**src/core/pmg_defines.vh**
```
// constants for the peripheral module gating block
`ifndef PMG_DEFINES_VH
`define PMG_DEFINES_VH
`define PMG_NUM_MODULES 20
`define PMG_IDX_W 5
`define PMG_DATA_W 8
`define PMG_GATE0_LSB 0
`define PMG_GATE0_W 8
`define PMG_GATE1_LSB 8
`define PMG_GATE1_W 8
`define PMG_GATE2_LSB 16
`define PMG_GATE2_W 4
`define PMG_GATE0_RST 8'h00
`define PMG_GATE1_RST 8'h00
`define PMG_GATE2_RST 4'h0
`define PMG_SEL_GATE0 2'h0
`define PMG_SEL_GATE1 2'h1
`define PMG_SEL_GATE2 2'h2
`define PMG_CTRL_RST 8'h00
`define PMG_FUNC_EN_BIT 7
`define PMG_INVALID_DATA 8'h00
`endif

```
**src/core/periph_slot.v**
```verilog
// one peripheral's control register with enable and gate handling
`timescale 1ns/1ps
`default_nettype none
`include "pmg_defines.vh"
module periph_slot (
	input wire clk,
	input wire arst_n,
	input wire sys_rst,
	input wire gated,
	input wire wr,
	input wire [`PMG_DATA_W-1:0] wdata,
	output reg [`PMG_DATA_W-1:0] ctrl_q,
	output reg run_q
);
	always @(posedge clk or negedge arst_n) begin
		if (!arst_n) begin
			ctrl_q <= `PMG_CTRL_RST;
			run_q <= 1'b0;
		end else if (sys_rst) begin
			ctrl_q <= `PMG_CTRL_RST;
			run_q <= 1'b0;
		end else begin
			if (wr && !gated) begin
				ctrl_q <= wdata;
			end
			// run needs enable and no gate
			run_q <= ctrl_q[`PMG_FUNC_EN_BIT] & ~gated;
		end
	end
endmodule // periph_slot
`default_nettype wire

```
**src/core/peripheral_module_gating.v**
```verilog
// per-peripheral functional enable and clock gating control
`timescale 1ns/1ps
`default_nettype none
`include "pmg_defines.vh"
// Function
// - clearing a module's enable stops its function but its registers stay readable and writable.
// - setting a module's gate bit removes every clock feeding that module.
// - while gated, writes to the module's registers are ignored and contents kept.
// - while gated, reads of the module's registers return data that must not be relied on.
// - there are three gating registers, each bit gating one particular peripheral.
// - the enable bit sits in the module's control register and the gate bit in a gating register, independently.
// - power-on or brown-out reset clears the first and second gating registers' eight bits and the third's four bits.
// - pin, watchdog, instruction and stack resets clear all three gating registers too.
// - a wake-up from a low-power state leaves the gating registers unchanged.
module peripheral_module_gating (
	input wire clk,
	input wire arst_n,
	input wire por_bor_rst,
	input wire external_reset_pin_rst,
	input wire watchdog_timer_rst,
	input wire instr_rst,
	input wire stack_rst,
	input wire gate_wr,
	input wire [1:0] gate_sel,
	input wire [`PMG_DATA_W-1:0] gate_wdata,
	input wire reg_wr,
	input wire reg_rd,
	input wire [`PMG_IDX_W-1:0] reg_idx,
	input wire [`PMG_DATA_W-1:0] reg_wdata,
	output reg [`PMG_DATA_W-1:0] reg_rdata,
	output reg reg_rvalid,
	output reg [`PMG_DATA_W-1:0] gate_rdata,
	output reg [`PMG_NUM_MODULES-1:0] module_clk_en,
	output reg [`PMG_NUM_MODULES-1:0] module_run
);
	////////////////////////////////////////////////////////////////////////////////
	// reset causes and decode
	wire sys_rst;
	wire por_clear;
	wire warm_clear;
	reg [`PMG_NUM_MODULES-1:0] module_clock_gate_q;
	reg [`PMG_NUM_MODULES-1:0] module_clock_gate_d;
	wire [`PMG_NUM_MODULES-1:0] slot_run;
	wire [`PMG_NUM_MODULES-1:0] slot_wr;
	wire [`PMG_DATA_W*`PMG_NUM_MODULES-1:0] slot_ctrl;
	reg [`PMG_DATA_W-1:0] sel_ctrl;
	reg [`PMG_DATA_W-1:0] reg_rdata_d;
	reg [`PMG_DATA_W-1:0] gate_rdata_d;
	wire sel_gated;
	integer k;

	assign por_clear = por_bor_rst;
	assign warm_clear = external_reset_pin_rst | watchdog_timer_rst | instr_rst |
		stack_rst;
	assign sys_rst = por_clear | warm_clear;

	////////////////////////////////////////////////////////////////////////////////
	// helper functions
	function hit;
		input [`PMG_IDX_W-1:0] idx;
		input integer n;
		begin
			hit = (idx == n[`PMG_IDX_W-1:0]);
		end
	endfunction

	// gate bit of a mapped index, zero for unmapped indices
	function gated_at;
		input [`PMG_NUM_MODULES-1:0] gates;
		input [`PMG_IDX_W-1:0] idx;
		integer m;
		begin
			gated_at = 1'b0;
			for (m = 0; m < `PMG_NUM_MODULES; m = m + 1) begin
				if (hit(idx, m)) begin
					gated_at = gates[m];
				end
			end
		end
	endfunction

	// readback of one gating register, unimplemented bits read zero
	function [`PMG_DATA_W-1:0] gate_view;
		input [`PMG_NUM_MODULES-1:0] gates;
		input [1:0] sel;
		begin
			case (sel)
				`PMG_SEL_GATE0: begin
					gate_view = gates[`PMG_GATE0_LSB +: `PMG_GATE0_W];
				end
				`PMG_SEL_GATE1: begin
					gate_view = gates[`PMG_GATE1_LSB +: `PMG_GATE1_W];
				end
				`PMG_SEL_GATE2: begin
					gate_view = {{(`PMG_DATA_W-`PMG_GATE2_W){1'b0}},
						gates[`PMG_GATE2_LSB +: `PMG_GATE2_W]};
				end
				default: begin
					gate_view = `PMG_INVALID_DATA;
				end
			endcase
		end
	endfunction

	// gating register contents after a write to one of them
	function [`PMG_NUM_MODULES-1:0] gate_merge;
		input [`PMG_NUM_MODULES-1:0] gates;
		input [1:0] sel;
		input [`PMG_DATA_W-1:0] data;
		begin
			gate_merge = gates;
			case (sel)
				`PMG_SEL_GATE0: begin
					gate_merge[`PMG_GATE0_LSB +: `PMG_GATE0_W] = data;
				end
				`PMG_SEL_GATE1: begin
					gate_merge[`PMG_GATE1_LSB +: `PMG_GATE1_W] = data;
				end
				`PMG_SEL_GATE2: begin
					gate_merge[`PMG_GATE2_LSB +: `PMG_GATE2_W] = data[`PMG_GATE2_W-1:0];
				end
				default: begin
					gate_merge = gates;
				end
			endcase
		end
	endfunction

	////////////////////////////////////////////////////////////////////////////////
	// gating registers
	always @* begin
		module_clock_gate_d = module_clock_gate_q;
		if (sys_rst) begin
			module_clock_gate_d = {`PMG_GATE2_RST, `PMG_GATE1_RST, `PMG_GATE0_RST};
		end else if (gate_wr) begin
			module_clock_gate_d = gate_merge(module_clock_gate_q, gate_sel, gate_wdata);
		end
	end

	always @(posedge clk or negedge arst_n) begin
		if (!arst_n) begin
			module_clock_gate_q <= {`PMG_GATE2_RST, `PMG_GATE1_RST, `PMG_GATE0_RST};
		end else begin
			module_clock_gate_q <= module_clock_gate_d;
		end
	end

	////////////////////////////////////////////////////////////////////////////////
	// peripheral slots
	genvar g;
	generate
		for (g = 0; g < `PMG_NUM_MODULES; g = g + 1) begin : gen_slot
			// one write strobe per slot
			assign slot_wr[g] = reg_wr & hit(reg_idx, g);
			periph_slot u_slot (
				.clk(clk),
				.arst_n(arst_n),
				.sys_rst(sys_rst),
				.gated(module_clock_gate_q[g]),
				.wr(slot_wr[g]),
				.wdata(reg_wdata),
				.ctrl_q(slot_ctrl[g*`PMG_DATA_W +: `PMG_DATA_W]),
				.run_q(slot_run[g])
			);
		end
	endgenerate

	always @* begin
		sel_ctrl = `PMG_INVALID_DATA;
		for (k = 0; k < `PMG_NUM_MODULES; k = k + 1) begin
			if (hit(reg_idx, k)) begin
				sel_ctrl = slot_ctrl[k*`PMG_DATA_W +: `PMG_DATA_W];
			end
		end
	end

	////////////////////////////////////////////////////////////////////////////////
	// read paths
	assign sel_gated = gated_at(module_clock_gate_q, reg_idx);

	always @* begin
		reg_rdata_d = reg_rdata;
		if (reg_rd) begin
			if (sel_gated) begin
				reg_rdata_d = `PMG_INVALID_DATA;
			end else begin
				reg_rdata_d = sel_ctrl;
			end
		end
		gate_rdata_d = gate_view(module_clock_gate_q, gate_sel);
	end

	////////////////////////////////////////////////////////////////////////////////
	// outputs
	always @(posedge clk or negedge arst_n) begin
		if (!arst_n) begin
			reg_rdata <= `PMG_INVALID_DATA;
			reg_rvalid <= 1'b0;
			gate_rdata <= `PMG_INVALID_DATA;
			module_clk_en <= {`PMG_NUM_MODULES{1'b1}};
			module_run <= {`PMG_NUM_MODULES{1'b0}};
		end else begin
			reg_rvalid <= reg_rd;
			reg_rdata <= reg_rdata_d;
			gate_rdata <= gate_rdata_d;

			module_clk_en <= ~module_clock_gate_q;
			module_run <= slot_run;
		end
	end
endmodule // peripheral_module_gating
`default_nettype wire

```
**config.mk**
```make
export PLATFORM = sky130hd
export DESIGN_NAME = peripheral_module_gating
export DESIGN_NICKNAME = d
export VERILOG_FILES = /design/src/core/periph_slot.v /design/src/core/peripheral_module_gating.v
export VERILOG_INCLUDE_DIRS = /design/src /design/src/core
export SDC_FILE = /design/constraint.sdc
export NUM_CORES = 1
export LEC_CHECK = 0
export BUFFER_PORTS_ARGS = -buffer_cell sky130_fd_sc_hd__buf_2
export CAP_MARGIN = 10
export CELL_PAD_IN_SITES_DETAIL_PLACEMENT = 1
export CELL_PAD_IN_SITES_GLOBAL_PLACEMENT = 1
export CORE_ASPECT_RATIO = 0.6
export CORE_MARGIN = 2
export CORE_UTILIZATION = 45
export CTS_BUF_LIST = sky130_fd_sc_hd__clkbuf_4 sky130_fd_sc_hd__clkbuf_8
export DETAILED_ROUTE_END_ITERATION = 6
export PLACE_DENSITY_LB_ADDON = 0.15
export SLEW_MARGIN = 0
export SYNTH_ARGS = -nofsm -noshare
export SYNTH_HDL_FRONTEND = slang
export SYNTH_HIERARCHICAL = 1
export SYNTH_SLANG_ARGS = --single-unit
```
**constraint.sdc**
```tcl
create_clock -name clk -period 4.97 [get_ports clk]
set_input_delay 0.7455 -clock clk [delete_from_list [all_inputs] [get_ports clk]]
set_output_delay 0.7455 -clock clk [all_outputs]
set_load 0.03 [all_outputs]
```
**Word level (Yosys, flattened, before mapping)**

Cells that the tools add are included.

- Output and inout bits: 57
- Bits of input ports: 33
- Bits in registers: 257
- Word-level logic and storage cells: 310

- Reductions and logical operators: 69
- Equal/unequal tests: 21
- Bitwise gates (word level): 65
- Multiplexer cells: 107

Operators with widths:

| operator | number |
|---|---|
| $mux W8 | 63 |
| $reduce_bool A2 Y1 | 24 |
| $and A1 B1 Y1 | 40 |
| $eq A5 B4 Y1 const B | 8 |
| $mux W1 | 40 |
| $mux W20 | 2 |
| $pmux W8 S3 | 1 |
| $eq A5 B3 Y1 const B | 4 |
| $eq A5 B5 Y1 const B | 4 |
| $logic_and A1 B1 Y1 | 20 |
| $logic_not A1 Y1 | 20 |
| $not A1 Y1 | 20 |
| $not A20 Y20 | 1 |
| $eq A5 B2 Y1 const B | 2 |
| $reduce_and A2 Y1 | 3 |
| $eq A5 B1 Y1 const B | 1 |
| $logic_not A5 Y1 | 1 |
| $mux W4 | 1 |
| $or A1 B1 Y1 | 4 |
| $eq A2 B1 Y1 const B | 1 |
| $eq A2 B2 Y1 const B | 1 |
| $logic_not A2 Y1 | 1 |

**Depth between registers and ports, before layout**

Gate-level depths: netlist of the first run.

- Depth after elaboration: 22
- Mapped depth: 10
- Mapped depth without buffers: 6

**Modules after synthesis**

The synthesis of the first run kept the hierarchy.

By module, submodules not included:

| module | cells an instance | times used | area each (sq um) | sequential area each (sq um) |
|---|---|---|---|---|
| periph_slot | 36 | 20 | 431.7 | 225.2 |
| peripheral_module_gating | 539 | 1 | 4818.4 | 1951.9 |

**Worst setup path before layout of the first run**

Ideal clock, no wire load.

- Path kind: input to register
- Start point: input port watchdog_timer_rst
- End point: register gen_slot[5].u_slot.ctrl_q[6]
- Arrival time: 3902 ps
- Setup slack: 946 ps
- Library setup time: 122 ps
- Stages on the path: 6
- Buffers on the path: 2
- Required time: 4848 ps
- Cell sequence: nor3_1 -> nand2_1 -> clkbuf_1 -> clkbuf_2 -> nand4bb_1 -> o21ai_1

- Word-level cells in the longest chain between the ends: 5
- Elaborated cells between the ends (all ways): 6
- Classes of those cells: 1 x mux; 4 x bitwise; 1 x reduce/logical

RTL lines:

| what | line | source |
|---|---|---|
| start, declared | peripheral_module_gating.v:20 | `input wire watchdog_timer_rst,` |
| $or A1 B1 Y1 * (3 in series) | peripheral_module_gating.v:53 | `assign warm_clear = external_reset_pin_rst \| watchdog_timer_rst \| instr_rst \|` |
| $or A1 B1 Y1 * | peripheral_module_gating.v:55 | `assign sys_rst = por_clear \| warm_clear;` |
| via sys_rst | peripheral_module_gating.v:38 | `wire sys_rst;` |
| $mux W8 or $reduce_bool A2 Y1 (tied branches) | -- |  |
| end signal, assigned | periph_slot.v:17 | `` ctrl_q <= `PMG_CTRL_RST; `` |
| end signal, assigned | periph_slot.v:20 | `` ctrl_q <= `PMG_CTRL_RST; `` |
| end signal, assigned | periph_slot.v:24 | `ctrl_q <= wdata;` |
| end, declared | periph_slot.v:12 | `` output reg [`PMG_DATA_W-1:0] ctrl_q, `` |

Mark *: on every way through the listed nets, which the timed path passes. The rest lies on a longest branch.
A chain may end at the register's enable or synchronous reset.

**Worst setup path in the final report of the first run**

- Start point: input port reg_idx[0]
- End point: register reg_rdata[6]

- Word-level cells in the longest chain between the ends: 22
- Elaborated cells between the ends (all ways): 61
- Classes of those cells: 19 x eq/ne; 41 x mux; 1 x reduce/logical

RTL lines:

| what | line | source |
|---|---|---|
| start, declared | peripheral_module_gating.v:28 | `` input wire [`PMG_IDX_W-1:0] reg_idx, `` |
| $logic_not A5 Y1 | peripheral_module_gating.v:63 | `` hit = (idx == n[`PMG_IDX_W-1:0]); `` |
| $mux W8 or $mux W1 (tied branches) (20 in series) | peripheral_module_gating.v:171, peripheral_module_gating.v:75 |  |
| $mux W8 * | peripheral_module_gating.v:184 | `if (sel_gated) begin` |
| end signal, assigned | peripheral_module_gating.v:197 | `` reg_rdata <= `PMG_INVALID_DATA; `` |
| end signal, assigned | peripheral_module_gating.v:204 | `reg_rdata <= reg_rdata_d;` |
| end, declared | peripheral_module_gating.v:30 | `` output reg [`PMG_DATA_W-1:0] reg_rdata, `` |

Mark *: on every way between the ends. The rest lies on a longest branch, timed or not.

==> results.md, run 1 <==
- First-pass GRT wire length: 72200 um
- Clock root buffer master: clkbuf_8
- Via count: 11.2k
- WP data required: 5470 ps
- Worst Path Buf+Inv: 2
- Cell-by-cell trace of the critical path: buf_2 -> buf_4 -> nor2_1 -> nand2_1 -> a31oi_1 -> o2111ai_1 -> a31o_2 -> a221oi_2
- Synth top area share: 44.1%
- Worst-Skew Late Latency: 590 ps
- CP Launch Type: primary input
- Fillers: 3190
- Min cycle time layout: 2840 ps
- Tightest Pin Transition: 1170 ps
- Reg2reg end: reg_rdata[0]
- Clock Sinks: 257
- Most used flip-flop cell after synthesis: dfrtp_1
- DP HPWL: 31500 um
- DRT iter0 DRCs: 1216
- Final net count: 1382
- R2R depth: 6
- Setup Skew: 31.2 ps
- Synthesized instance count: 1259
- Reg-to-reg setup timing slack: 2700 ps
- Synth Cell Area: 13500 sq um
- Slowest-stage cell, CP: nor2_1
- Synth area leader: dfrtp_1
- Chip Width: 227 um
- WP data arrival: 3350 ps
- Critical-path maximum fanout: 33
- Worst-path clk slew: 70 ps
- RSZ-0062 raised after global routing: no
- Delay-heaviest family, CP: simple AND/OR/NAND/NOR gates
- DR WL/cell: 27.0 um
- H-tree levels: 2
- Mapped Nets: 1292
- Core footprint: 29100 sq um
- Placement Rows: 48
- Dpl cells: 1707
- DRT Wirelength: 48000 um
- Top cells by area, synth: dfrtp_1 (44%), nand4bb_1 (13%), nand2b_1 (7.8%)
- Top-count cell post-synth: dfrtp_1
- Critical Path End Type: flop
- Status: finished clean
- Average via count per standard cell: 6.30
- Synth-to-layout area growth: 12.6%
- Fin Setup TNS: 0 ps
- Post-synth top cells: dfrtp_1 (237), nand2b_1 (167), nand4bb_1 (160)
- Setup CP Type: in2reg
- GRT overflow: 0
- TritonCTS Buffers: 40
- Syn. warnings: 6
- Sequential fraction of the synthesis area: 48.0%
- Setup Buffers After CTS: 0
- Slew headroom: 21.8%
- Final routed DRC violation total: 0
- Worst hold path class: in2async
- Seq cells post-synth: 257
- Critical path's largest stage delay: 900 ps
- GPL Wtd Cong: 0.997
- Peak VDD IR: 0.000188 V
- Clock buffer depth: 3
- Layout cells sized above 1: 19.2%
- Worst slack at placement: 1620 ps
- Number of global-route vias before repair: 11.2k
- Hold-fix buffers, CTS: 0
- F_max: 352 MHz
- Syn_area_per_cell: 10.7 sq um
- Post-synth EDFFs: 0
- IO buf count: 89
- Fin cells: 1780
- Setup-failing EPs final: 0
- Async SR Flop Fraction: 100%
- Max-capacitance violation count: 0
- Post-synth cell types: 74
- Starting Density: 46.3%
- Die height: 138 um
- DRT Pass-1 Iters: 5
- R2R Path Start: gate_view.gates[12]
- Fin crit share: 57.2%
- Final Max Tran Viols: 0
- IO Count: 90
- GRT Total Usage: 31.3%
- Final ANT Viol Nets: 0
- Slack of the critical path: 2130 ps
- Final Hold Vio Count: 0
- Antenna violations before repair: 1
- CTS tree: yes
- Pwr/cell area: 290 nW/um^2
- Leakage power: 0.00639 uW
- Largest net degree at the start of global routing: 155
- DIE AREA: 31300 sq um
- CTS resizes: 0
-- routing by layer --
layer	vias up	global-route usage [%]	share of wire, %
met5	-	0	0
met4	0	8.46	2.0
met3	73	6.99	8.3
met2	429	43.0	41
met1	5850	48.7	49
li1	4855	-	-
-- worst register-to-register path, cell delays in order, from the launching register on --
cell and delay [ps]:
dfrtp_1 610, inv_1 230, mux4_2 530, o221ai_2 230, a211oi_4 90, a21oi_4 310
o32ai_1 140
-- stage by stage --
stage | power, uW | instance area [sq um] | utilization, % | hold WS (ps)
floorplan | 2300 | 13500 | - | 331
global placement | 2460 | 14300 | 49.2 | 331
detailed placement | 2460 | 14300 | 49.2 | 336
CTS | 4410 | 15100 | 52.1 | 152
global route | 4530 | 15100 | 52.1 | 173
finish | 4390 | 15100 | 52.1 | 131
-- registers in the layout, indices dropped and copies added (netlist names) --
signal,flops
gate_rdata,8
gen_slot.u_slot/ctrl_q,160
reg_rvalid,1
module_clk_en,20
module_run,20
gen_slot.u_slot/run_q,20
reg_rdata,8
gate_view.gates,20
-- placed cells by master, fill, tap and decap left out, drive strengths merged, types with 7 or more instances in the layout --
cell type,Yosys,layout
buf,25,107
nand4bb,160,160
a22oi,8,8
nor3b,26,26
o211ai,7,7
a31oi,7,7
nand3,15,15
nor2b,9,9
and2b,21,21
nor2,63,63
dfstp,20,20
nand2,33,33
dfrtp,237,237
a32oi,10,10
nor3,16,16
mux2i,34,34
o2bb2ai,8,8
and3,19,19
a21oi,47,47
o21ai,183,183
inv,27,28
nand2b,167,167
clkbuf,34,67
o22ai,12,12
-- where the power goes --
group / internal, uW / switching [uW]
Clock: 1060 / 896
Combinational: 80.6 / 239
Sequential: 2100 / 8.32
Total: 3240 / 1140
-- kinds of logic after synthesis --
kind of cell,Yosys count,synth area share (%)
mux,37,2.86
simple gates,554,31.1
buf+inv,88,3.03
compound gates,323,15.0
flops,257,48.0
-- area by class of cell --
| cell class | instances | area (sq um) | area share, % |
|---|---|---|---|
| multi-input cells | 914 | 6600 | 43.6 |
| flip-flops and latches | 257 | 6460 | 42.6 |
| clock buffers | 67 | 797 | 5.26 |
| repair buffers | 107 | 628 | 4.15 |
| well taps | 400 | 500 | 3.30 |
| inverters | 29 | 109 | 0.719 |
| clock inverters | 5 | 53.8 | 0.355 |
| diodes | 1 | 2.50 | 0.0165 |
-- worst max-delay path by stage --
stage	startpoint	end	slack (ps)	cells after the start
6_report	reg_idx[0]	reg_rdata[6]	2130	8
5_1_grt	reg_idx[0]	reg_rdata[6]	2010	8
4_1_cts	reg_idx[0]	reg_rdata[6]	2240	8
3_5_place_dp	reg_idx[0]	reg_rdata[6]	1620	8
3_3_place_gp	reg_idx[0]	reg_rdata[6]	1770	8
2_1_floorplan	watchdog_timer_rst	gen_slot[5].u_slot/ctrl_q[6]	950	6
Note: power is estimated with default switching activity, not from simulation.
==> run 2, diff against run 1 <==
Clock period 4.97 ns to 2.5 ns, I/O delays scaled along.
==> run 2 against run 1 <==
The run now ends with DRC left. Via count grew 2.9%. First-iteration DRC count down 18%. Sequential share of layout area decreased by 1.8 points. Sequential power increased by 99%. Critical endpoint is now reg_rdata[0].
==> results.md, run 2 (synthesis results as in run 1) <==
- Status: complete, but fails checks
- Violations in the final reports: DRC
- Worst hold path class: in2reg
- Critical-path maximum fanout: 9
- Reg-to-reg setup timing slack: 660 ps
- Largest register by flop count: gen_slot.u_slot/ctrl_q
- Min cycle time layout: 1960 ps
- Placement Rows: 48
- F_max: 509 MHz
- Synth-to-layout area growth: 17.5%
- Max-capacitance violation count: 0
- Final Hold Vio Count: 0
- Clock buffer depth: 3
- Fin crit share: 78.5%
- Setup-failing EPs final: 0
- GRT overflow: 0
- Final ANT Viol Nets: 0
- CP Launch Type: primary input
- First-pass GRT wire length: 75200 um
- Average via count per standard cell: 6.21
- TritonCTS Buffers: 40
- H-tree levels: 2
- R2R Path Start: gate_view.gates[14]
- DP HPWL: 35100 um
- CTS tree: yes
- GRT Total Usage: 32.7%
- Layout cells sized above 1: 23.3%
- Final net count: 1461
- WP data required: 2970 ps
- Number of global-route vias before repair: 11.6k
- Leakage power: 0.00679 uW
- Fin Setup TNS: 0 ps
- Max reg flops: 160
- DIE AREA: 31300 sq um
- Area of the multi-input gates: 6600 sq um
- Setup CP Type: in2reg
- Final routed DRC violation total: 14
- Worst-path clk slew: 70 ps
- Final instance area: 15800 sq um
- Final Max Tran Viols: 0
- Commonest non-fill, non-tap cell in the layout: dfrtp_1
- Dpl cell area: 14900 sq um
- Largest net degree at the start of global routing: 84
- Antenna violations before repair: 2
- DR WL/cell: 27.0 um
- RSZ-0062 raised after global routing: no
- Min-delay src: gate_wdata[6]
- DRT Pass-1 Iters: 7
- Starting Density: 46.3%
- DRT iter0 DRCs: 993
- IO buf count: 89
- Core footprint: 29100 sq um
- Tightest Pin Transition: 748 ps
- DRT Wirelength: 50200 um
- Pwr/cell area: 556 nW/um^2
- Sequential standard cell area: 6460 sq um
- Via count: 11.5k
- Chip Width: 227 um
- Most frequent cells in the layout: dfrtp_1 (237), nand2b_1 (167), nand4bb_1 (160)
- Critical Path End Type: flop
- Setup Skew: 22.5 ps
- GPL Wtd Cong: 0.973
- IO Count: 90
- CP Launch Point: reg_idx[1]
- Clock Sinks: 257
- Setup Buffers After CTS: 0
- Slew headroom: 50.1%
- WP data arrival: 2430 ps
- Fillers: 3247
- Peak VDD IR: 0.000382 V
- Worst-Skew Late Latency: 570 ps
- Clock root buffer master: clkbuf_8
- Die height: 138 um
run 2: worst max-delay path, stage by stage:
cell and delay, ps:
buf_2 220, buf_4 180, nor2b_1 570, a22oi_1 300
o2bb2ai_1 200, a211oi_1 80, and4_1 250, o32ai_1 250
run 2: cell type report:
type / count / area share [%]
clock buffer: 63 / 4.85
inverter: 29 / 0.688
multi-input combinational: 914 / 41.7
clock inverter: 6 / 0.538
sequential: 257 / 40.8
tap: 400 / 3.17
antenna: 2 / 0.0317
timing repair buffer: 186 / 8.15
run 2: worst paths after layout:
kind                                                      to  cells after the start
max in group asynchronous       gen_slot[8].u_slot/ctrl_q[3]                      3
worst min register to register                 module_run[1]                      0
worst max-delay path                            reg_rdata[0]                      8
worst max register to register                  reg_rdata[0]                      6
min in group asynchronous                gate_view.gates[14]                      2
worst min-delay path                     gate_view.gates[14]                      3
run 2: per-stage QoR:
| step | hold WS, ps | power (uW) | std cells | util, % | worst slack (ps) |
|---|---|---|---|---|---|
| finish | 74.4 | 8790 | 1857 | 54.4 | 536 |
| floorplan | 79.4 | 4560 | 1259 | - | 220 |
| global route | 83.0 | 9080 | 1857 | 54.4 | 520 |
| CTS | 47.9 | 8860 | 1855 | 54.4 | 662 |
| detailed placement | 336 | 4960 | 1784 | 51.4 | 87.6 |
| global placement | 332 | 4960 | 1784 | 51.4 | 118 |
run 2: timing repair:
action,in CTS,in global routing
hold endpoints to repair,47,0
resized for setup,0,0
hold buffers,2,0
run 2: per-layer routing:
metal	wire length, um	vias to the layer above	part of all wire [%]	GRT usage, %
li1	-	5015	-	-
met1	23900	6016	48	48.6
met2	21200	427	42	47.1
met4	977	0	1.9	7.66
met3	4110	76	8.2	8.88
met5	0	-	0	0
run 2: report_power, final:
part	switching, uW	internal [uW]	total (uW)
clock	1740	2150	3890
combinational	502	214	716
sequential	13.2	4170	4190
total	2260	6540	8790
